$ cat src/hw/rta_pkg.sv
// constants for the retimer adaptation and interrupt configuration bank
package rta_pkg;
  // register indices; byte address is four times the index
  localparam logic [7:0] IDX_LOSS_OBS   = 8'h01;
  localparam logic [7:0] IDX_CTRL       = 8'h31;
  localparam logic [7:0] IDX_EYE_IRQ    = 8'h32;
  localparam logic [7:0] IDX_DFE_MIN    = 8'h33;
  localparam logic [7:0] IDX_IRQ_STATUS = 8'h40;
  localparam logic [7:0] IDX_IRQ_MASK   = 8'h41;
  localparam logic [7:0] IDX_AUX_CTRL   = 8'h42;
  localparam logic [7:0] IDX_ALT_FOM    = 8'h6E;

  localparam int ADDR_W = 12;
  localparam int DATA_W = 32;

  // fields of the control register
  localparam int CTRL_PAT_IRQ_EN  = 7;
  localparam int CTRL_POLICY_LSB  = 5;
  localparam int CTRL_MERIT_LSB   = 3;
  localparam int CTRL_LOCK_IRQ_EN = 1;
  localparam int CTRL_LOSS_IRQ_EN = 0;

  // fields of the threshold registers
  localparam int THR_H_LSB = 4;
  localparam int THR_V_LSB = 0;

  // loss observation bits
  localparam int OBS_LOCK_LOSS = 5;
  localparam int OBS_SIG_LOSS  = 0;

  // aux control fields and the alternate merit bit
  localparam int AUX_START       = 0;
  localparam int AUX_EYE_IRQ_EN  = 1;
  localparam int ALT_FOM_BIT     = 7;

  // interrupt status layout
  localparam int IRQ_W          = 4;
  localparam int IRQ_SIG_LOSS   = 0;
  localparam int IRQ_LOCK_LOSS  = 1;
  localparam int IRQ_EYE_LOW    = 2;
  localparam int IRQ_PATTERN    = 3;

  // reset values
  localparam logic [7:0] RST_CTRL    = 8'h20;
  localparam logic [7:0] RST_EYE_IRQ = 8'h11;
  localparam logic [7:0] RST_DFE_MIN = 8'h88;
  localparam logic [7:0] RST_AUX     = 8'h00;
  localparam logic [7:0] RST_ALT_FOM = 8'h00;
  localparam logic [IRQ_W-1:0] RST_IRQ = 4'h0;

  // one threshold step equals eight eye counts (shift amount of three)
  localparam int EYE_STEP_SHIFT = 3;

  // adaptation policy codes
  localparam logic [1:0] POL_OFF      = 2'h0;
  localparam logic [1:0] POL_CTLE     = 2'h1;
  localparam logic [1:0] POL_CTLE_DFE = 2'h2;
  localparam logic [1:0] POL_LOCK_DFE = 2'h3;

  // merit selection codes
  localparam logic [1:0] MER_BOTH_A = 2'h0;
  localparam logic [1:0] MER_H      = 2'h1;
  localparam logic [1:0] MER_V      = 2'h2;
  localparam logic [1:0] MER_BOTH_B = 2'h3;

  typedef enum logic [2:0] {
    SQ_IDLE  = 3'b000,
    SQ_CTLE  = 3'b001,
    SQ_DFE   = 3'b010,
    SQ_CTLE2 = 3'b011,
    SQ_EQ    = 3'b100,
    SQ_DONE  = 3'b101
  } rta_seq_state_t;
endpackage

$ cat src/hw/rta_eye_cmp.sv
// eye opening compare against a pair of four bit thresholds scaled by eight
`timescale 1ns/100ps
module rta_eye_cmp
(
  input  wire logic [7:0] horizontal_eye_opening,
  input  wire logic [7:0] vertical_eye_opening,
  input  wire logic [3:0] level_h,
  input  wire logic [3:0] level_v,
  output logic            h_ok,
  output logic            v_ok
);
  logic [7:0] scaled_h;
  logic [7:0] scaled_v;

  always_comb
  begin
    scaled_h = 8'({1'b0, level_h} << rta_pkg::EYE_STEP_SHIFT);
    scaled_v = 8'({1'b0, level_v} << rta_pkg::EYE_STEP_SHIFT);
    h_ok     = horizontal_eye_opening >= scaled_h;
    v_ok     = vertical_eye_opening >= scaled_v;
  end
endmodule

$ cat src/hw/rta_adapt_seq.sv
// equalizer adaptation sequencer driven by the selected policy
`timescale 1ns/100ps
module rta_adapt_seq
(
  input  wire logic       clk,
  input  wire logic       rst,
  input  wire logic [1:0] policy,
  input  wire logic       start,
  input  wire logic       cdr_lock,
  input  wire logic       eye_min_met,
  input  wire logic       ctle_done,
  input  wire logic       dfe_done,
  output logic            ctle_adapt_q,
  output logic            dfe_adapt_q,
  output logic            eq_final_adapt_q,
  output logic            busy_q
);
  rta_pkg::rta_seq_state_t state_q;
  rta_pkg::rta_seq_state_t state_d;

  always_comb
  begin
    state_d = state_q;
    if (policy == rta_pkg::POL_OFF)
      state_d = rta_pkg::SQ_IDLE;
    else if (start)
      state_d = rta_pkg::SQ_CTLE;
    else
    begin
      unique case (state_q)
        rta_pkg::SQ_IDLE:  state_d = rta_pkg::SQ_IDLE;
        rta_pkg::SQ_CTLE:
        begin
          if (policy == rta_pkg::POL_LOCK_DFE)
          begin
            if (cdr_lock && eye_min_met)
              state_d = rta_pkg::SQ_DFE;
          end
          else if (ctle_done)
            state_d = (policy == rta_pkg::POL_CTLE) ? rta_pkg::SQ_DONE : rta_pkg::SQ_DFE;
        end
        rta_pkg::SQ_DFE:
          if (dfe_done)
            state_d = (policy == rta_pkg::POL_LOCK_DFE) ? rta_pkg::SQ_EQ : rta_pkg::SQ_CTLE2;
        rta_pkg::SQ_CTLE2: if (ctle_done) state_d = rta_pkg::SQ_DONE;
        rta_pkg::SQ_EQ:    if (ctle_done) state_d = rta_pkg::SQ_DONE;
        rta_pkg::SQ_DONE:  state_d = rta_pkg::SQ_DONE;
        default:           state_d = rta_pkg::SQ_IDLE;
      endcase
    end
  end

  always_ff @(posedge clk or posedge rst)
  begin
    if (rst)
    begin
      state_q          <= rta_pkg::SQ_IDLE;
      ctle_adapt_q     <= 1'b0;
      dfe_adapt_q      <= 1'b0;
      eq_final_adapt_q <= 1'b0;
      busy_q           <= 1'b0;
    end
    else
    begin
      state_q          <= state_d;
      ctle_adapt_q     <= (state_d == rta_pkg::SQ_CTLE) || (state_d == rta_pkg::SQ_CTLE2);
      dfe_adapt_q      <= (state_d == rta_pkg::SQ_DFE);
      eq_final_adapt_q <= (state_d == rta_pkg::SQ_EQ);
      busy_q           <= (state_d != rta_pkg::SQ_IDLE) && (state_d != rta_pkg::SQ_DONE);
    end
  end
endmodule

$ cat src/hw/rta_bank.sv
// register bank for interrupt enables, adaptation policy and eye thresholds
//
// Added by the designer: the APB register port.
`timescale 1ns/100ps
module rta_bank
(
  input  wire logic        clk,
  input  wire logic        rst,
  input  wire logic        psel,
  input  wire logic        penable,
  input  wire logic        pwrite,
  input  wire logic [11:0] paddr,
  input  wire logic [31:0] pwdata,
  output logic      [31:0] prdata,
  output logic             pready,
  output logic             pslverr,
  input  wire logic        pattern_error_pulse,
  input  wire logic        cdr_lock,
  input  wire logic        signal_detect,
  input  wire logic        eye_valid,
  input  wire logic [7:0]  horizontal_eye_opening,
  input  wire logic [7:0]  vertical_eye_opening,
  input  wire logic        ctle_done,
  input  wire logic        dfe_done,
  output logic             irq,
  output logic             ctle_adapt,
  output logic             dfe_adapt,
  output logic             eq_final_adapt,
  output logic             adapt_busy,
  output logic             merit_use_horizontal,
  output logic             merit_use_vertical,
  output logic             merit_use_alternate
);
  // register state
  logic [7:0]              ctrl_q;
  logic [7:0]              ctrl_d;
  logic [7:0]              eye_irq_q;
  logic [7:0]              eye_irq_d;
  logic [7:0]              dfe_min_q;
  logic [7:0]              dfe_min_d;
  logic [7:0]              aux_q;
  logic [7:0]              aux_d;
  logic [7:0]              alt_q;
  logic [7:0]              alt_d;
  logic [rta_pkg::IRQ_W-1:0] status_q;
  logic [rta_pkg::IRQ_W-1:0] status_d;
  logic [rta_pkg::IRQ_W-1:0] mask_q;
  logic [rta_pkg::IRQ_W-1:0] mask_d;
  logic                    start_q;
  logic                    start_d;

  // bus and interrupt line state
  logic [31:0]             prdata_d;
  logic                    pready_d;
  logic                    pslverr_d;
  logic                    irq_d;

  // event detection state and merit selection terms
  logic                    lock_prev_q;
  logic                    sig_prev_q;
  logic                    merit_h_d;
  logic                    merit_v_d;
  logic                    merit_alt_d;

  // decode
  logic [7:0]              idx;
  logic                    addr_ok;
  logic                    mapped;
  logic                    wr_fire;
  logic [31:0]             rd_value;

  // event terms
  logic                    lock_loss_evt;
  logic                    sig_loss_evt;
  logic                    eye_low_evt;
  logic [rta_pkg::IRQ_W-1:0] set_vec;
  logic [rta_pkg::IRQ_W-1:0] clr_vec;

  // compare results
  logic                    irq_h_ok;
  logic                    irq_v_ok;
  logic                    dfe_h_ok;
  logic                    dfe_v_ok;

  rta_eye_cmp u_irq_cmp
  (
    .horizontal_eye_opening (horizontal_eye_opening),
    .vertical_eye_opening   (vertical_eye_opening),
    .level_h                (eye_irq_q[rta_pkg::THR_H_LSB +: 4]),
    .level_v                (eye_irq_q[rta_pkg::THR_V_LSB +: 4]),
    .h_ok                   (irq_h_ok),
    .v_ok                   (irq_v_ok)
  );

  rta_eye_cmp u_dfe_cmp
  (
    .horizontal_eye_opening (horizontal_eye_opening),
    .vertical_eye_opening   (vertical_eye_opening),
    .level_h                (dfe_min_q[rta_pkg::THR_H_LSB +: 4]),
    .level_v                (dfe_min_q[rta_pkg::THR_V_LSB +: 4]),
    .h_ok                   (dfe_h_ok),
    .v_ok                   (dfe_v_ok)
  );

  rta_adapt_seq u_seq
  (
    .clk              (clk),
    .rst              (rst),
    .policy           (ctrl_q[rta_pkg::CTRL_POLICY_LSB +: 2]),
    .start            (start_q),
    .cdr_lock         (cdr_lock),
    .eye_min_met      (dfe_h_ok && dfe_v_ok),
    .ctle_done        (ctle_done),
    .dfe_done         (dfe_done),
    .ctle_adapt_q     (ctle_adapt),
    .dfe_adapt_q      (dfe_adapt),
    .eq_final_adapt_q (eq_final_adapt),
    .busy_q           (adapt_busy)
  );

  // address decode: word aligned, index in bits 9:2, upper bits zero
  always_comb
  begin
    idx     = paddr[9:2];
    addr_ok = (paddr[1:0] == 2'h0) && (paddr[11:10] == 2'h0);
    mapped  = 1'b0;
    if (addr_ok)
    begin
      unique case (idx)
        rta_pkg::IDX_LOSS_OBS,
        rta_pkg::IDX_CTRL,
        rta_pkg::IDX_EYE_IRQ,
        rta_pkg::IDX_DFE_MIN,
        rta_pkg::IDX_IRQ_STATUS,
        rta_pkg::IDX_IRQ_MASK,
        rta_pkg::IDX_AUX_CTRL,
        rta_pkg::IDX_ALT_FOM: mapped = 1'b1;
        default:              mapped = 1'b0;
      endcase
    end
    wr_fire = psel && penable && pready && pwrite && mapped;
  end

  // read mux; narrow registers sit in the low bits
  always_comb
  begin
    rd_value = 32'h0000_0000;
    unique case (idx)
      rta_pkg::IDX_LOSS_OBS:
      begin
        rd_value[rta_pkg::OBS_LOCK_LOSS] = status_q[rta_pkg::IRQ_LOCK_LOSS];
        rd_value[rta_pkg::OBS_SIG_LOSS]  = status_q[rta_pkg::IRQ_SIG_LOSS];
      end
      rta_pkg::IDX_CTRL:       rd_value[7:0] = ctrl_q;
      rta_pkg::IDX_EYE_IRQ:    rd_value[7:0] = eye_irq_q;
      rta_pkg::IDX_DFE_MIN:    rd_value[7:0] = dfe_min_q;
      rta_pkg::IDX_IRQ_STATUS: rd_value[rta_pkg::IRQ_W-1:0] = status_q;
      rta_pkg::IDX_IRQ_MASK:   rd_value[rta_pkg::IRQ_W-1:0] = mask_q;
      rta_pkg::IDX_AUX_CTRL:   rd_value[7:0] = aux_q;
      rta_pkg::IDX_ALT_FOM:    rd_value[7:0] = alt_q;
      default:                 rd_value = 32'h0000_0000;
    endcase
  end

  // bus answer: ready one cycle after setup, data and error captured with it
  // zero wait states, so every access ends in its first access cycle
  always_comb
  begin
    pready_d  = psel && !penable;
    prdata_d  = prdata;
    pslverr_d = 1'b0;
    if (psel && !penable)
    begin
      prdata_d  = (mapped && !pwrite) ? rd_value : 32'h0000_0000;
      pslverr_d = !mapped;
    end
  end

  // register writes; a refused address writes nothing and pslverr reports it
  // register writes
  always_comb
  begin
    ctrl_d    = ctrl_q;
    eye_irq_d = eye_irq_q;
    dfe_min_d = dfe_min_q;
    aux_d     = aux_q;
    alt_d     = alt_q;
    mask_d    = mask_q;
    start_d   = 1'b0;
    clr_vec   = '0;
    if (wr_fire)
    begin
      unique case (idx)
        rta_pkg::IDX_CTRL:       ctrl_d    = pwdata[7:0];
        rta_pkg::IDX_EYE_IRQ:    eye_irq_d = pwdata[7:0];
        rta_pkg::IDX_DFE_MIN:    dfe_min_d = pwdata[7:0];
        rta_pkg::IDX_IRQ_MASK:   mask_d    = pwdata[rta_pkg::IRQ_W-1:0];
        rta_pkg::IDX_IRQ_STATUS: clr_vec   = pwdata[rta_pkg::IRQ_W-1:0];
        rta_pkg::IDX_LOSS_OBS:
        begin
          clr_vec[rta_pkg::IRQ_LOCK_LOSS] = pwdata[rta_pkg::OBS_LOCK_LOSS];
          clr_vec[rta_pkg::IRQ_SIG_LOSS]  = pwdata[rta_pkg::OBS_SIG_LOSS];
        end
        rta_pkg::IDX_AUX_CTRL:
        begin
          aux_d                       = pwdata[7:0];
          aux_d[rta_pkg::AUX_START]   = 1'b0;
          start_d                     = pwdata[rta_pkg::AUX_START];
        end
        rta_pkg::IDX_ALT_FOM:    alt_d     = pwdata[7:0];
        default:                 ctrl_d    = ctrl_q;
      endcase
    end
  end

  // events; lock and detect inputs are synchronous, so a one-flop edge detect is enough
  // enables gate only the setting, so turning one off leaves a set bit for software
  always_comb
  begin
    lock_loss_evt = lock_prev_q && !cdr_lock;
    sig_loss_evt  = sig_prev_q && !signal_detect;
    eye_low_evt   = eye_valid && !(irq_h_ok && irq_v_ok);
    set_vec       = '0;
    set_vec[rta_pkg::IRQ_PATTERN]   = pattern_error_pulse && ctrl_q[rta_pkg::CTRL_PAT_IRQ_EN];
    set_vec[rta_pkg::IRQ_LOCK_LOSS] = lock_loss_evt && ctrl_q[rta_pkg::CTRL_LOCK_IRQ_EN];
    set_vec[rta_pkg::IRQ_SIG_LOSS]  = sig_loss_evt && ctrl_q[rta_pkg::CTRL_LOSS_IRQ_EN];
    set_vec[rta_pkg::IRQ_EYE_LOW]   = eye_low_evt && aux_q[rta_pkg::AUX_EYE_IRQ_EN];
    // a new event in the clearing cycle survives the clear
    status_d = (status_q & ~clr_vec) | set_vec;
    irq_d    = |(status_d & mask_d);
  end

  // merit selection; the alternate bit wins over the field
  always_comb
  begin
    merit_alt_d = alt_q[rta_pkg::ALT_FOM_BIT];
    merit_h_d   = 1'b0;
    merit_v_d   = 1'b0;
    if (!merit_alt_d)
    begin
      unique case (ctrl_q[rta_pkg::CTRL_MERIT_LSB +: 2])
        rta_pkg::MER_H:
          merit_h_d = 1'b1;
        rta_pkg::MER_V:
          merit_v_d = 1'b1;
        rta_pkg::MER_BOTH_A,
        rta_pkg::MER_BOTH_B:
        begin
          merit_h_d = 1'b1;
          merit_v_d = 1'b1;
        end
      endcase
    end
  end

  // configuration registers; the start strobe lives for one cycle only
  always_ff @(posedge clk or posedge rst)
  begin
    if (rst)
    begin
      ctrl_q    <= rta_pkg::RST_CTRL;
      eye_irq_q <= rta_pkg::RST_EYE_IRQ;
      dfe_min_q <= rta_pkg::RST_DFE_MIN;
      aux_q     <= rta_pkg::RST_AUX;
      alt_q     <= rta_pkg::RST_ALT_FOM;
      mask_q    <= rta_pkg::RST_IRQ;
      start_q   <= 1'b0;
    end
    else
    begin
      ctrl_q    <= ctrl_d;
      eye_irq_q <= eye_irq_d;
      dfe_min_q <= dfe_min_d;
      aux_q     <= aux_d;
      alt_q     <= alt_d;
      mask_q    <= mask_d;
      start_q   <= start_d;
    end
  end

  // sticky status, interrupt line and the loss edge detectors
  always_ff @(posedge clk or posedge rst)
  begin
    if (rst)
    begin
      status_q    <= rta_pkg::RST_IRQ;
      irq         <= 1'b0;
      lock_prev_q <= 1'b0;
      sig_prev_q  <= 1'b0;
    end
    else
    begin
      status_q    <= status_d;
      irq         <= irq_d;
      lock_prev_q <= cdr_lock;
      sig_prev_q  <= signal_detect;
    end
  end

  // bus answer registers
  always_ff @(posedge clk or posedge rst)
  begin
    if (rst)
    begin
      prdata  <= 32'h0000_0000;
      pready  <= 1'b0;
      pslverr <= 1'b0;
    end
    else
    begin
      prdata  <= prdata_d;
      pready  <= pready_d;
      pslverr <= pslverr_d;
    end
  end

  // merit outputs; reset shows the default field, both openings scored
  always_ff @(posedge clk or posedge rst)
  begin
    if (rst)
    begin
      merit_use_horizontal <= 1'b1;
      merit_use_vertical   <= 1'b1;
      merit_use_alternate  <= 1'b0;
    end
    else
    begin
      merit_use_horizontal <= merit_h_d;
      merit_use_vertical   <= merit_v_d;
      merit_use_alternate  <= merit_alt_d;
    end
  end
endmodule

$ cat config.mk
export PLATFORM = sky130hd
export DESIGN_NAME = rta_bank
export DESIGN_NICKNAME = d
export VERILOG_FILES = /design/src/hw/rta_pkg.sv /design/src/hw/rta_eye_cmp.sv /design/src/hw/rta_adapt_seq.sv /design/src/hw/rta_bank.sv
export SDC_FILE = /design/constraint.sdc
export NUM_CORES = 1
export LEC_CHECK = 0
export ABC_AREA = 1
export BUFFER_PORTS_ARGS = -buffer_cell sky130_fd_sc_hd__buf_2
export CORE_MARGIN = 4
export CORE_UTILIZATION = 59
export CTS_BUF_LIST = sky130_fd_sc_hd__clkbuf_4
export DETAILED_ROUTE_END_ITERATION = 7
export GPL_TIMING_DRIVEN = 0
export PLACE_DENSITY = 0.87
export SYNTH_ARGS = -nofsm -noshare
export SYNTH_HDL_FRONTEND = slang
export SYNTH_SLANG_ARGS = --single-unit
$ cat constraint.sdc
create_clock -name clk -period 3.34 [get_ports clk]
set_input_delay 0.668 -clock clk [delete_from_list [all_inputs] [get_ports clk]]
set_output_delay 0.668 -clock clk [all_outputs]
set_load 0.005 [all_outputs]
# After elaboration in Yosys (flattened, before gate mapping)
# Index checks and enable logic that the tools add are counted.
# word_totals
input_bits	71
regBits	95
wordCells	124
# op_classes
n_bitwise	4
magnitude_cmp	4
mux	30
n_eq_ne	23
n_reduce_logical	41
# ops
operator	count
equality test 8 x 7 -> 1 bit (second input constant)	4
>= comparator 8 x 7 -> 1 bit	4
2-to-1 mux 3 bit	9
equality test 8 x 6 -> 1 bit (second input constant)	3
one-hot mux 3 bit (7 select lines)	1
logical AND 1 bit	18
equality test 3 x 2 -> 1 bit (second input constant)	4
2-to-1 mux 4 bit	3
one-hot mux 1 bit (6 select lines)	2
one-hot mux 3 bit (4 select lines)	1
one-hot mux 2 bit (5 select lines)	1
AND reduction 2 bit	5
equality test 3 bit (second input constant)	3
2-to-1 mux 1 bit	9
bitwise AND 4 bit	2
equality test 8 x 1 -> 1 bit (second input constant)	1
logical NOT 2 bit	4
2-to-1 mux 8 bit	1
OR reduction 8 bit	1
equality test 2 bit (second input constant)	3
equality test 3 x 1 -> 1 bit (second input constant)	2
logical NOT 1 bit	6
OR reduction 3 bit	2
one-hot mux 1 bit (5 select lines)	1
10 further kinds	12

# Depth between registers and ports, before layout
# Gate-level depths: netlist of run 1.
# logic_depth
ltp_word	11
mapped_depth	15
mapped_depth_nobuf	15

# Hierarchy
# From an unflattened synthesis of run 1, not the netlist that was laid out.
# unflattened
hier_cells	585
area_unflattened_um2	4297.9
# modules_own_cells
mod	instances	cells_each	area_each_um2
rta_bank	1	404	3274.4
rta_eye_cmp	2	51	271.5
rta_adapt_seq	1	79	480.5

# Least setup slack after synthesis of run 1
# No wires, ideal clock.
# synth_path
path_type	input port to flip-flop
start	in paddr[4]
end	reg dfe_min_q[0]
path_slack_ns	1.295
path_stages	13
setup_time_ns	0.122
required_ns	3.218
arrival_time_ns	1.923
cell_sequence	inv_1 nand2_1 nor2_4 nand2_2 nand2_1 nor2_2 nand2_4 nand3_4 inv_8 nand3_4 buf_6 nand2_2 o21ai_2
# synth_between
elab_chain_len	6
elab_cells_between_ends	13
classes_between	eq/ne (8); mux (2); reduce/logical (3)
# synth_lines
element	line	text
start, declared	rta_bank.sv:12	input wire logic [11:0] paddr,
equality test 8 x 7 -> 1 bit (tied with other cells)	rta_bank.sv:129	unique case (idx)
OR reduction 8 bit	rta_bank.sv:129	
2-to-1 mux 1 bit	rta_bank.sv:129	
2-to-1 mux 1 bit	rta_bank.sv:127	if (addr_ok)
logical AND 1 bit	rta_bank.sv:141	wr_fire = psel && penable && pready && pwrite && mapped;
AND reduction 2 bit (no source line) (*)	--	
end signal, assigned	rta_bank.sv:263	dfe_min_q <= rta_pkg::RST_DFE_MIN;
end signal, assigned	rta_bank.sv:273	dfe_min_q <= dfe_min_d;
end, declared	rta_bank.sv:39	logic [7:0] dfe_min_q;
# Every way passes the cells marked *; elsewhere a longest branch is shown, timed or not.
# A chain may end at the register's enable or synchronous reset.

# Worst setup path after layout of run 1
# layout_path
start	reg dfe_min_q[3]
end	reg u_seq.busy_q
# layout_between
elab_chain_len	10
elab_cells_between_ends	11
classes_between	order compare (1); eq/ne (1); mux (5); reduce/logical (4)
# layout_lines
element	line	text
>= comparator 8 x 7 -> 1 bit (*)	rta_eye_cmp.sv:20	v_ok = vertical_eye_opening >= scaled_v;
logical AND 1 bit (*)	rta_bank.sv:112	.eye_min_met (dfe_h_ok && dfe_v_ok),
logical AND 1 bit (*)	rta_adapt_seq.sv:36	if (cdr_lock && eye_min_met)
2-to-1 mux 3 bit (*)	rta_adapt_seq.sv:36	
2-to-1 mux 3 bit (*)	rta_adapt_seq.sv:34	if (policy == rta_pkg::POL_LOCK_DFE)
one-hot mux 3 bit (4 select lines) (*)	rta_adapt_seq.sv:30	unique case (state_q)
2-to-1 mux 3 bit (*)	rta_adapt_seq.sv:26	else if (start)
2-to-1 mux 3 bit (*)	rta_adapt_seq.sv:24	if (policy == rta_pkg::POL_OFF)
named net u_seq.state_d[2]	rta_adapt_seq.sv:19	rta_pkg::rta_seq_state_t state_d;
inequality test 3 bit / nonzero test 3 bit (equally long branches)	rta_adapt_seq.sv:69	busy_q <= (state_d != rta_pkg::SQ_IDLE) && (state_d != rta_pkg::SQ_DONE);
logical AND 1 bit (*)	rta_adapt_seq.sv:69	
end signal, assigned	rta_adapt_seq.sv:69	
end, declared	rta_adapt_seq.sv:16	output logic busy_q
# The timed path passes the listed nets; every way through them passes the cells marked *.

==> metrics, run 1 <==
Post-Syn Area 4184 µm²; Worst slew margin between 40% and 50%; Max clock buf depth 2; slowest cell on the critical path dfstp_2; die width slightly above 90 µm; antenna-violating nets left 0; EDFF count, synth 0; H-tree levels 3; global route overflow 0; final wirelength 10.42 mm; Post-CTS Setup Inserts 0; most frequent cells in the layout nand2_1, inv_1, dfrtp_1, buf_2, nor2_1; Power Dens Cells 304.4 nW/µm²; highest clock rate 0.4624 GHz; library cells used by synthesis 39; status complete, no violations; VDD IR max 0.2357 mV; Top FF cell, synth dfrtp_1; I/O Buffers 64; fin. max-slew vios 0; worst r2r src dfe_min_q[3]; Post-Syn Area per Cell 7.970 µm²; Starting Density roughly three fifths; most used cell, CP nand2_1; FF+latch count, synth 71; Core Area 6832 µm²; Hold Buf Count CTS 0; Worst setup SP type flop; met1 wire length 4.342 mm; Worst-path clk slew 0.11 ns; vias per cell 5.283; Final Skew between 0.009 and 0.01 ns; Min Clock Period, post-route 2.163 ns; Least-Margin Pin Slew 0.8658 ns; TNS Setup 0 ns; Top delay family on crit path simple AND/OR/NAND/NOR gates; Reg2Reg Depth 12; CP max stage delay 0.54 ns; cell depth of the worst setup path 12; vias in the first global route around 3700; Sink Count 71; RD Place Congestion 0.9345; Synth Instances 525; Max Used Layer met4; antenna cell count 0; WL/cell between 10 and 15 µm; Crit path required time 3.70 ns; Vias between 3000 and 4000; RSZ-0062 raised after global routing false; min-delay worst type in -> reg; share of layout cells above drive strength 1 23.25%; routed wl met2 5.146 mm; setup violators final 0; Remaining DRCs 0; share of flip-flops with an asynchronous set or reset 100.0%; P_leak 2.600 nW; synth top area cells dfrtp_1, nand2_1, inv_1; register area share after synthesis 42.67%; worst endpoint data arrival time 2.52 ns; Yosys warnings 0; max-capacitance violation count 0; largest net degree at the start of global routing about 70; CP Capture Point u_seq.busy_q; IO Count 113; total CTS buffers 9; root buf cell clkbuf_4; fill count 563; initial antenna violation count 0; overall power 1.466 mW; Global Route Usage Sum 25.25%; register-to-register setup slack 1.18 ns; final hold viol count 0; die height 92.21 µm; Iteration-0 DRC Markers 301; crit path launch dfe_min_q[3]; layout net count 710; WS Path Type reg -> reg; Detailed Place HPWL 8.107 mm; dominant cell type by area after synthesis dfrtp_1; Synth top area share 38.28%; CP bufs+invs 1; min-delay src signal_detect; DR pass1 iterations 5; critical path capture point type flop; met3 WL 694 µm; post-place setup slack around 0.87 ns; Crit Reg-Reg Endpoint u_seq.busy_q; crit path cell chain inv_1, ha_1, or2_2, a21oi_1, nand3_1, nand3_1, nand2_1, nand2_1, nand2_1, a21oi_1, nand2_1, nand3_1; DIE AREA 8503 µm²; # resized after CTS 0; Synth-to-Final Area Change 15.10%; period utilization 64.75%; PnR worst setup slack between 1 and 1.5 ns; clk_lat worst skew 0.42 ns; most common cell after layout, fill and taps aside nand2_1; first-pass GRT wire length 16.96 mm; crit-path max FO 3; CTS tree built; Rows 30
-- worst register-to-register path, delay by kind of cell (launching register included) --
kind / cells / cell delay, ns
flops: 1 / 0.54
buf+inv: 1 / 0.06
fa+ha+maj: 1 / 0.17
compound gates: 2 / 0.33
simple gates: 8 / 1.00
-- stage by stage --
stage | instance area [µm²] | hold slack, ns | cells | utilization (%)
6_report | 4816 | 0.3607 | 724 | 70.49
5_1_grt | 4816 | 0.3545 | 724 | 70.49
4_1_cts | 4816 | 0.3529 | 724 | 70.49
3_5_place_dp | 4713 | 0.4636 | 708 | 68.99
3_3_place_gp | 4711 | 0.4559 | 708 | 68.96
2_1_floorplan | 4270 | 0.4145 | 548 | -
-- cells by family (layout without fill, tap and decap cells) --
| logic type | Yosys count | in the layout | share of synthesized area [%] |
|---|---|---|---|
| AND/OR/NAND/NOR | 241 | 241 | 26.73 |
| buffers and inverters | 106 | 186 | 12.74 |
| AO/OA/AOI/OAI | 90 | 90 | 12.98 |
| flip-flops | 71 | 71 | 42.67 |
| adder cells (fa/ha/maj) | 16 | 16 | 4.785 |
| other | 1 | 24 | 0.08963 |
-- sequential cells by signal (all words and copies together), names as in the netlist, 3 cells and up --
register       flops
prdata             8
dfe_min_q          8
mask_q             4
eye_irq_q          8
status_q           4
alt_q              8
u_seq.state_q      3
ctrl_q             8
aux_q              7
-- report_power, final --
| group | total (mW) | internal [mW] | leakage [nW] | switching (mW) |
|---|---|---|---|---|
| clock network | 0.451 | 0.152 | 0.0648 | 0.299 |
| registers | 0.863 | 0.862 | 0.955 | 0.000762 |
| logic | 0.152 | 0.0597 | 1.58 | 0.0926 |
| total | 1.47 | 1.07 | 2.60 | 0.393 |
-- final cells by class --
type	instances	area, µm²	area share, %
Buffer	30	240.2	4.988
Clock buffer	10	75.07	1.559
Clock inverter	6	27.53	0.5716
Inverter	76	295.3	6.131
Multi-Input combinational cell	371	1952	40.53
Sequential cell	71	1785	37.07
Tap cell	96	120.1	2.494
Timing Repair Buffer	64	320.3	6.651
-- Yosys cell counts (5+ instances only) --
master,number
ha_1,16
a21oi_1,12
o21ai_2,8
o21ai_0,17
inv_1,73
nand2_4,6
nand2_2,5
nand4_1,7
buf_6,5
nor2_1,35
dfstp_2,7
dfrtp_1,64
o21ai_1,31
nand2_1,143
nor3_1,6
nand3_1,22
buf_4,24
-- metal layers --
layer | up-vias | track usage (%)
li1 | 1860 | -
met5 | - | 0
met2 | 161 | 42.46
met1 | 1781 | 32.80
met4 | 0 | 9.282
met3 | 23 | 4.266
-- worst min-delay path by stage --
| stage | cells after the start | end | slack, ns |
|---|---|---|---|
| 6_report | 1 | sig_prev_q | 0.36 |
| 5_1_grt | 1 | sig_prev_q | 0.35 |
| 4_1_cts | 1 | sig_prev_q | 0.35 |
| 3_5_place_dp | 0 | merit_use_alternate | 0.46 |
| 3_3_place_gp | 0 | merit_use_alternate | 0.46 |
| 2_1_floorplan | 0 | merit_use_alternate | 0.41 |
No activity file was read; power rests on OpenSTA's default activity.
==> run 2: changes to the inputs <==
--- a/config.mk
+++ b/config.mk
@@ -8,11 +8,11 @@
 export ABC_AREA = 1
 export BUFFER_PORTS_ARGS = -buffer_cell sky130_fd_sc_hd__buf_2
 export CORE_MARGIN = 4
-export CORE_UTILIZATION = 59
+export CORE_UTILIZATION = 55
 export CTS_BUF_LIST = sky130_fd_sc_hd__clkbuf_4
 export DETAILED_ROUTE_END_ITERATION = 7
 export GPL_TIMING_DRIVEN = 0
-export PLACE_DENSITY = 0.87
+export PLACE_DENSITY = 0.82
 export SYNTH_ARGS = -nofsm -noshare
 export SYNTH_HDL_FRONTEND = slang
 export SYNTH_SLANG_ARGS = --single-unit
==> constraint.sdc (replaced) <==
create_clock -name clk -period 2 [get_ports clk]
set_input_delay 0.4 -clock clk [delete_from_list [all_inputs] [get_ports clk]]
set_output_delay 0.4 -clock clk [all_outputs]
set_load 0.005 [all_outputs]
==> run 2 against run 1 <==
Net effect:
- critical path depth stayed put
- register-to-register slack worse by 1.1 ns
- via count is 0.44% lower
- clock-buffer cell count stayed put
- setup slack worse by 1.1 ns
- combinational power is 79% higher
- die area is 6.6% higher
- utilization is 2.0 points lower
- critical endpoint unchanged
- highest routed layer unchanged
==> metrics, run 2 (same netlist as run 1, synthesis figures left out) <==
VDD IR max 0.5079 mV (+120%); Global Route Usage Sum 23.28% (-2.0 points); status complete, no violations; P_leak 2.658 nW (+2.2%); Crit Reg-Reg Endpoint u_seq.busy_q; clk_lat worst skew 0.43 ns (about the same); Core Area 7331 µm² (+7.3%); largest net degree at the start of global routing 38 (-47%); H-tree levels 3 (unchanged); CTS tree built; WL/cell 14.10 µm (-2.0%); Reg2Reg Depth 12 (unchanged); routed wl met2 4.943 mm (-3.9%); DIE AREA 9067 µm² (+6.6%); DR pass1 iterations 5 (unchanged); Least-Margin Pin Slew 0.7640 ns (-0.1018 ns); I/O Buffers 64 (unchanged); Worst slew margin 48.96% (+6.7 points); TNS Setup 0 ns (unchanged); Remaining DRCs 0 (unchanged); Hold Buf Count CTS 0 (unchanged); met3 WL 887 µm (+28%); Power Dens Cells 572.0 nW/µm² (+88%); min-delay worst type in -> async; Iteration-0 DRC Markers 267 (-11%); highest clock rate 0.5082 GHz (+9.9%); Detailed Place HPWL 7.848 mm (-3.2%); antenna-violating nets left 0 (unchanged); fill count 606 (+7.6%); setup violators final 0 (unchanged); met1 wire length 4.235 mm (-2.5%); critical path capture point type flop; max-capacitance violation count 0 (unchanged); RD Place Congestion 0.9124 (-2.4%); Final Skew 0.01588 ns (+0.006372 ns); Vias 3808 (-0.44%); register-to-register setup slack 0.03 ns (-1.15 ns); Synth-to-Final Area Change 20.10%; die width 95.22 µm (+3.3%); total CTS buffers 9 (unchanged); PnR worst setup slack 0.03236 ns (-1.145 ns); fin. max-slew vios 0 (unchanged); IO Count 113 (unchanged); Starting Density 57.07% (-4.2 points); most frequent cells in the layout nand2_1, inv_1, dfrtp_1, buf_2, nor2_1; global route overflow 0 (unchanged); worst r2r src dfe_min_q[3]; Worst setup SP type flop; vias per cell 5.224 (-1.1%); layout net count 712 (+0.28%); Max clock buf depth 2 (unchanged); Rows 31 (+3.3%); final core occ 68.54% (-2.0 points); post-place setup slack -0.1776 ns (-1.043 ns); RSZ-0062 raised after global routing true; Sink Count 71 (unchanged); worst endpoint data arrival time 2.34 ns (-0.18 ns); most common cell after layout, fill and taps aside nand2_1; period utilization 98.38% (+34 points); initial antenna violation count 0 (unchanged); final wirelength 10.28 mm (-1.3%); share of layout cells above drive strength 1 26.83% (+3.6 points); antenna cell count 0 (unchanged); first-pass GRT wire length 16.23 mm (-4.3%); Min Clock Period, post-route 1.968 ns (-0.1949 ns); crit-path max FO 3 (unchanged); final hold viol count 0 (unchanged); vias in the first global route 3510 (-4.1%); crit path launch dfe_min_q[3]; WS Path Type reg -> reg; die height 95.22 µm (+3.3%); Crit path required time 2.37 ns (-1.33 ns); root buf cell clkbuf_4; Max Used Layer met4; Worst-path clk slew 0.12 ns (about the same)
[run 2: cell count changes in the layout (fill, tap and decap cells not counted), sizes merged]
| cell | before | now |
|---|---|---|
| buf | 94 | 96 |
| bufinv | 0 | 3 |
| clkinv | 8 | 4 |
| clkinvlp | 0 | 2 |
| inv | 74 | 73 |
[run 2: how the worst max path moves through the flow]
stage | slack [ns] | cells past startpoint | to
6_report | 0.03 | 12 | u_seq.busy_q
5_1_grt | -0.08 | 12 | u_seq.busy_q
4_1_cts | 0.01 | 13 | u_seq.busy_q
3_5_place_dp | -0.18 | 14 | dfe_min_q[0]
3_3_place_gp | -0.12 | 12 | dfe_min_q[0]
2_1_floorplan | 0.22 | 13 | u_seq.busy_q
[run 2: final cells by class]
cell class | count | area [µm²] | area share, %
plain buffers | 30 | 240.2 | 4.781
clock buffers | 10 | 75.07 | 1.494
clock inverters | 6 | 110.1 | 2.191
inverters | 76 | 296.5 | 5.901
multi-input cells | 371 | 2046 | 40.71
flip-flops and latches | 71 | 1785 | 35.53
well taps | 99 | 123.9 | 2.465
repair buffers | 66 | 347.8 | 6.922
[run 2: power by group]
group / internal [mW] / switching, mW / leakage, nW
clock network: 0.645 / 0.517 / 0.0942
registers: 1.44 / 0.00118 / 0.955
logic: 0.110 / 0.162 / 1.61
[run 2: per-layer routing]
| layer | GRT usage (%) | vias up |
|---|---|---|
| met2 | 38.72 | 156 |
| met1 | 30.14 | 1775 |
| met3 | 5.288 | 22 |
| met5 | 0 | - |
| li1 | - | 1855 |
| met4 | 7.332 | 0 |
[run 2: what timing repair did]
action,CTS,global route
buffers inserted,0,1
endpoints found under the setup margin,4,5
pin swaps,0,12
resized for setup,3,20
[run 2: through the flow]
step	instances	cell area, µm²	hold slack (ns)	power, mW
final	729	5025	0.08892	2.874
after detailed placement	712	4738	0.4672	1.723
after global routing	729	5025	0.06797	2.992
after global placement	711	4718	0.4537	1.709
after floorplan	548	4274	0.4145	1.621
after CTS	728	4935	0.07750	2.877
[run 2: critical path, stage by stage (launching register included)]
cell and delay [ns]:
dfstp_2 0.56, inv_2 0.05, ha_4 0.15, or2_2 0.28
a21oi_2 0.12, nand3_2 0.11, nand3_4 0.11, nand2_1 0.06
nand2_1 0.08, nand2_2 0.07, a21oi_2 0.14, nand2_1 0.08
nand3_1 0.09
==> run 3: changes to the inputs <==
--- a/config.mk
+++ b/config.mk
@@ -12,6 +12,7 @@
 export CTS_BUF_LIST = sky130_fd_sc_hd__clkbuf_4
 export DETAILED_ROUTE_END_ITERATION = 7
 export GPL_TIMING_DRIVEN = 0
+export HOLD_SLACK_MARGIN = 0.1
 export PLACE_DENSITY = 0.82
 export SYNTH_ARGS = -nofsm -noshare
 export SYNTH_HDL_FRONTEND = slang
==> run 3 against run 2 <==
Net effect:
- combinational power hardly changed
- critical path depth is the same
- cell area up 0.20%
- sequential share of layout area fell by 0.071 points
- total power about the same
- hold slack worse by 0.0036 ns
- die area unchanged
- largest cell class unchanged
==> metrics, run 3 (same netlist as run 1, synthesis figures left out) <==
met3 Use GR 5.288% (unchanged); design area 5035 µm² (+0.20%); total CTS buffers 9 (unchanged); crit-path max FO 3 (unchanged); Rows 31 (unchanged); Least-Margin Pin Slew 0.7520 ns (-0.01200 ns); highest clock rate 0.5086 GHz (about the same); vias per cell 5.248 (+0.47%); CP Capture Point u_seq.busy_q; VDD IR max 0.5068 mV (-0.21%); P_leak 2.662 nW (+0.16%); status complete, no violations; dpl cell area 4738 µm² (unchanged); IO Count 113 (unchanged); most common cell after layout, fill and taps aside nand2_1; antenna cell count 0 (unchanged); fin. max-slew vios 0 (unchanged); Vias 3831 (+0.60%); Placed Cells 712 (unchanged); Max clock buf depth 2 (unchanged); Synth-to-Final Area Change 20.33%; Starting Density 57.07% (unchanged); Finished Layout Cells 730 (+0.14%); GR Util met2 38.83% (+0.12 points); antenna-violating nets left 0 (unchanged); final wirelength 10.24 mm (-0.35%); DIE AREA 9067 µm² (unchanged); critical path capture point type flop; RSZ-0062 raised after global routing true; GR Layer Usage met1 30.19% (+0.051 points); WL/cell 14.03 µm (-0.49%); die width 95.22 µm (unchanged); Global Route Usage Sum 23.33% (+0.050 points); clk_lat worst skew 0.42 ns (about the same); Crit path required time 2.36 ns (about the same); Worst slew margin 49.76% (+0.80 points); Crit Reg-Reg Endpoint u_seq.busy_q; I/O Buffers 64 (unchanged); WS Path Type reg -> reg; first-pass GRT wire length 16.27 mm (+0.26%); CTS tree built; layout net count 713 (+0.14%); Remaining DRCs 0 (unchanged); Worst setup SP type flop; min-delay worst type in -> async; DR pass1 iterations 5 (unchanged); max-capacitance violation count 0 (unchanged); overall power 2.876 mW (about the same); Iteration-0 DRC Markers 246 (-7.9%); period utilization 98.31% (about the same); global route overflow 0 (unchanged); Core Area 7331 µm² (unchanged); PnR worst setup slack 0.03371 ns (+0.001350 ns); Power Dens Cells 571.3 nW/µm² (-0.12%); root buf cell clkbuf_4; Sink Count 71 (unchanged); H-tree levels 3 (unchanged); Final Skew 0.01501 ns (-0.0008696 ns); initial antenna violation count 0 (unchanged); crit path launch dfe_min_q[3]; largest net degree at the start of global routing 38 (unchanged); most frequent cells in the layout nand2_1, inv_1, dfrtp_1, buf_2, nor2_1; vias in the first global route 3522 (+0.34%); share of layout cells above drive strength 1 26.78% (-0.043 points); worst endpoint data arrival time 2.33 ns (about the same); Detailed Place HPWL 7.848 mm (unchanged); die height 95.22 µm (unchanged); CP max stage delay 0.56 ns (about the same); RD Place Congestion 0.9124 (unchanged); worst r2r src dfe_min_q[3]; crit path cell chain inv_2, ha_4, or2_2, a21oi_2, nand3_2, nand3_4, nand2_1, nand2_1, nand2_2, a21oi_2, nand2_1, nand3_1; setup violators final 0 (unchanged); Reg2Reg Depth 12 (unchanged); Min Clock Period, post-route 1.966 ns (-0.001350 ns); TNS Setup 0 ns (unchanged); Most Crowded Layer GR met2; most used cell, CP nand2_1; slowest cell on the critical path dfstp_2; final hold viol count 0 (unchanged); Worst-path clk slew 0.12 ns (about the same); register-to-register setup slack 0.03 ns (about the same); post-place setup slack -0.1776 ns (unchanged)
run 3: cell type report:
type                            count  area (µm²)
Timing Repair Buffer               67       357.8
Clock buffer                       10       75.07
Clock inverter                      6       110.1
Buffer                             30       240.2
Tap cell                           99       123.9
Multi-Input combinational cell    371        2046
Inverter                           76       296.5
Fill cell                         606        2296
Sequential cell                    71        1785
run 3: power breakdown:
group	internal, mW	switching (mW)
clock network	0.645	0.517
registers	1.44	0.00119
logic	0.111	0.162
run 3: worst min path at each step:
| stage | from | depth (start not counted) | end | slack, ns |
|---|---|---|---|---|
| 2_1_floorplan | alt_q[7] | 0 | merit_use_alternate | 0.41 |
| 3_3_place_gp | alt_q[7] | 0 | merit_use_alternate | 0.45 |
| 3_5_place_dp | prdata[2] | 2 | prdata[2] | 0.47 |
| 4_1_cts | rst | 2 | mask_q[3] | 0.11 |
| 5_1_grt | cdr_lock | 1 | lock_prev_q | 0.12 |
| 6_report | rst | 2 | mask_q[3] | 0.09 |
run 3: per-layer routing:
| layer | up-vias | share of wire (%) | wire length [µm] |
|---|---|---|---|
| met4 | 0 | 2.2 | 228 |
| li1 | 1856 | - | - |
| met3 | 24 | 8.6 | 878 |
| met1 | 1786 | 41 | 4188 |
| met2 | 165 | 48 | 4949 |
| met5 | - | 0 | 0 |
run 3: timing repair:
action / CTS / global route
endpoints found under the setup margin: 4 / 5
resized for setup: 3 / 20
hold endpoints to repair: 1 / 0
pin swaps: 0 / 12
hold buffers: 1 / 0
setup buffers: 0 / 1
run 3: per-stage QoR:
step                hold WS, ns  utilization (%)
detailed placement       0.4672            64.64
floorplan                0.4145                -
global route             0.1243            68.68
CTS                      0.1067            67.45
finish                  0.08529            68.68
global placement         0.4537            64.36
run 3: critical path, delay by kind of cell (launching register included):
family / cells / cell delay (ns)
buffers and inverters: 1 / 0.05
adders and majority gates: 1 / 0.15
and+or+nand+nor: 8 / 0.88
DFF: 1 / 0.56
AOI/OAI and AO/OA: 2 / 0.26
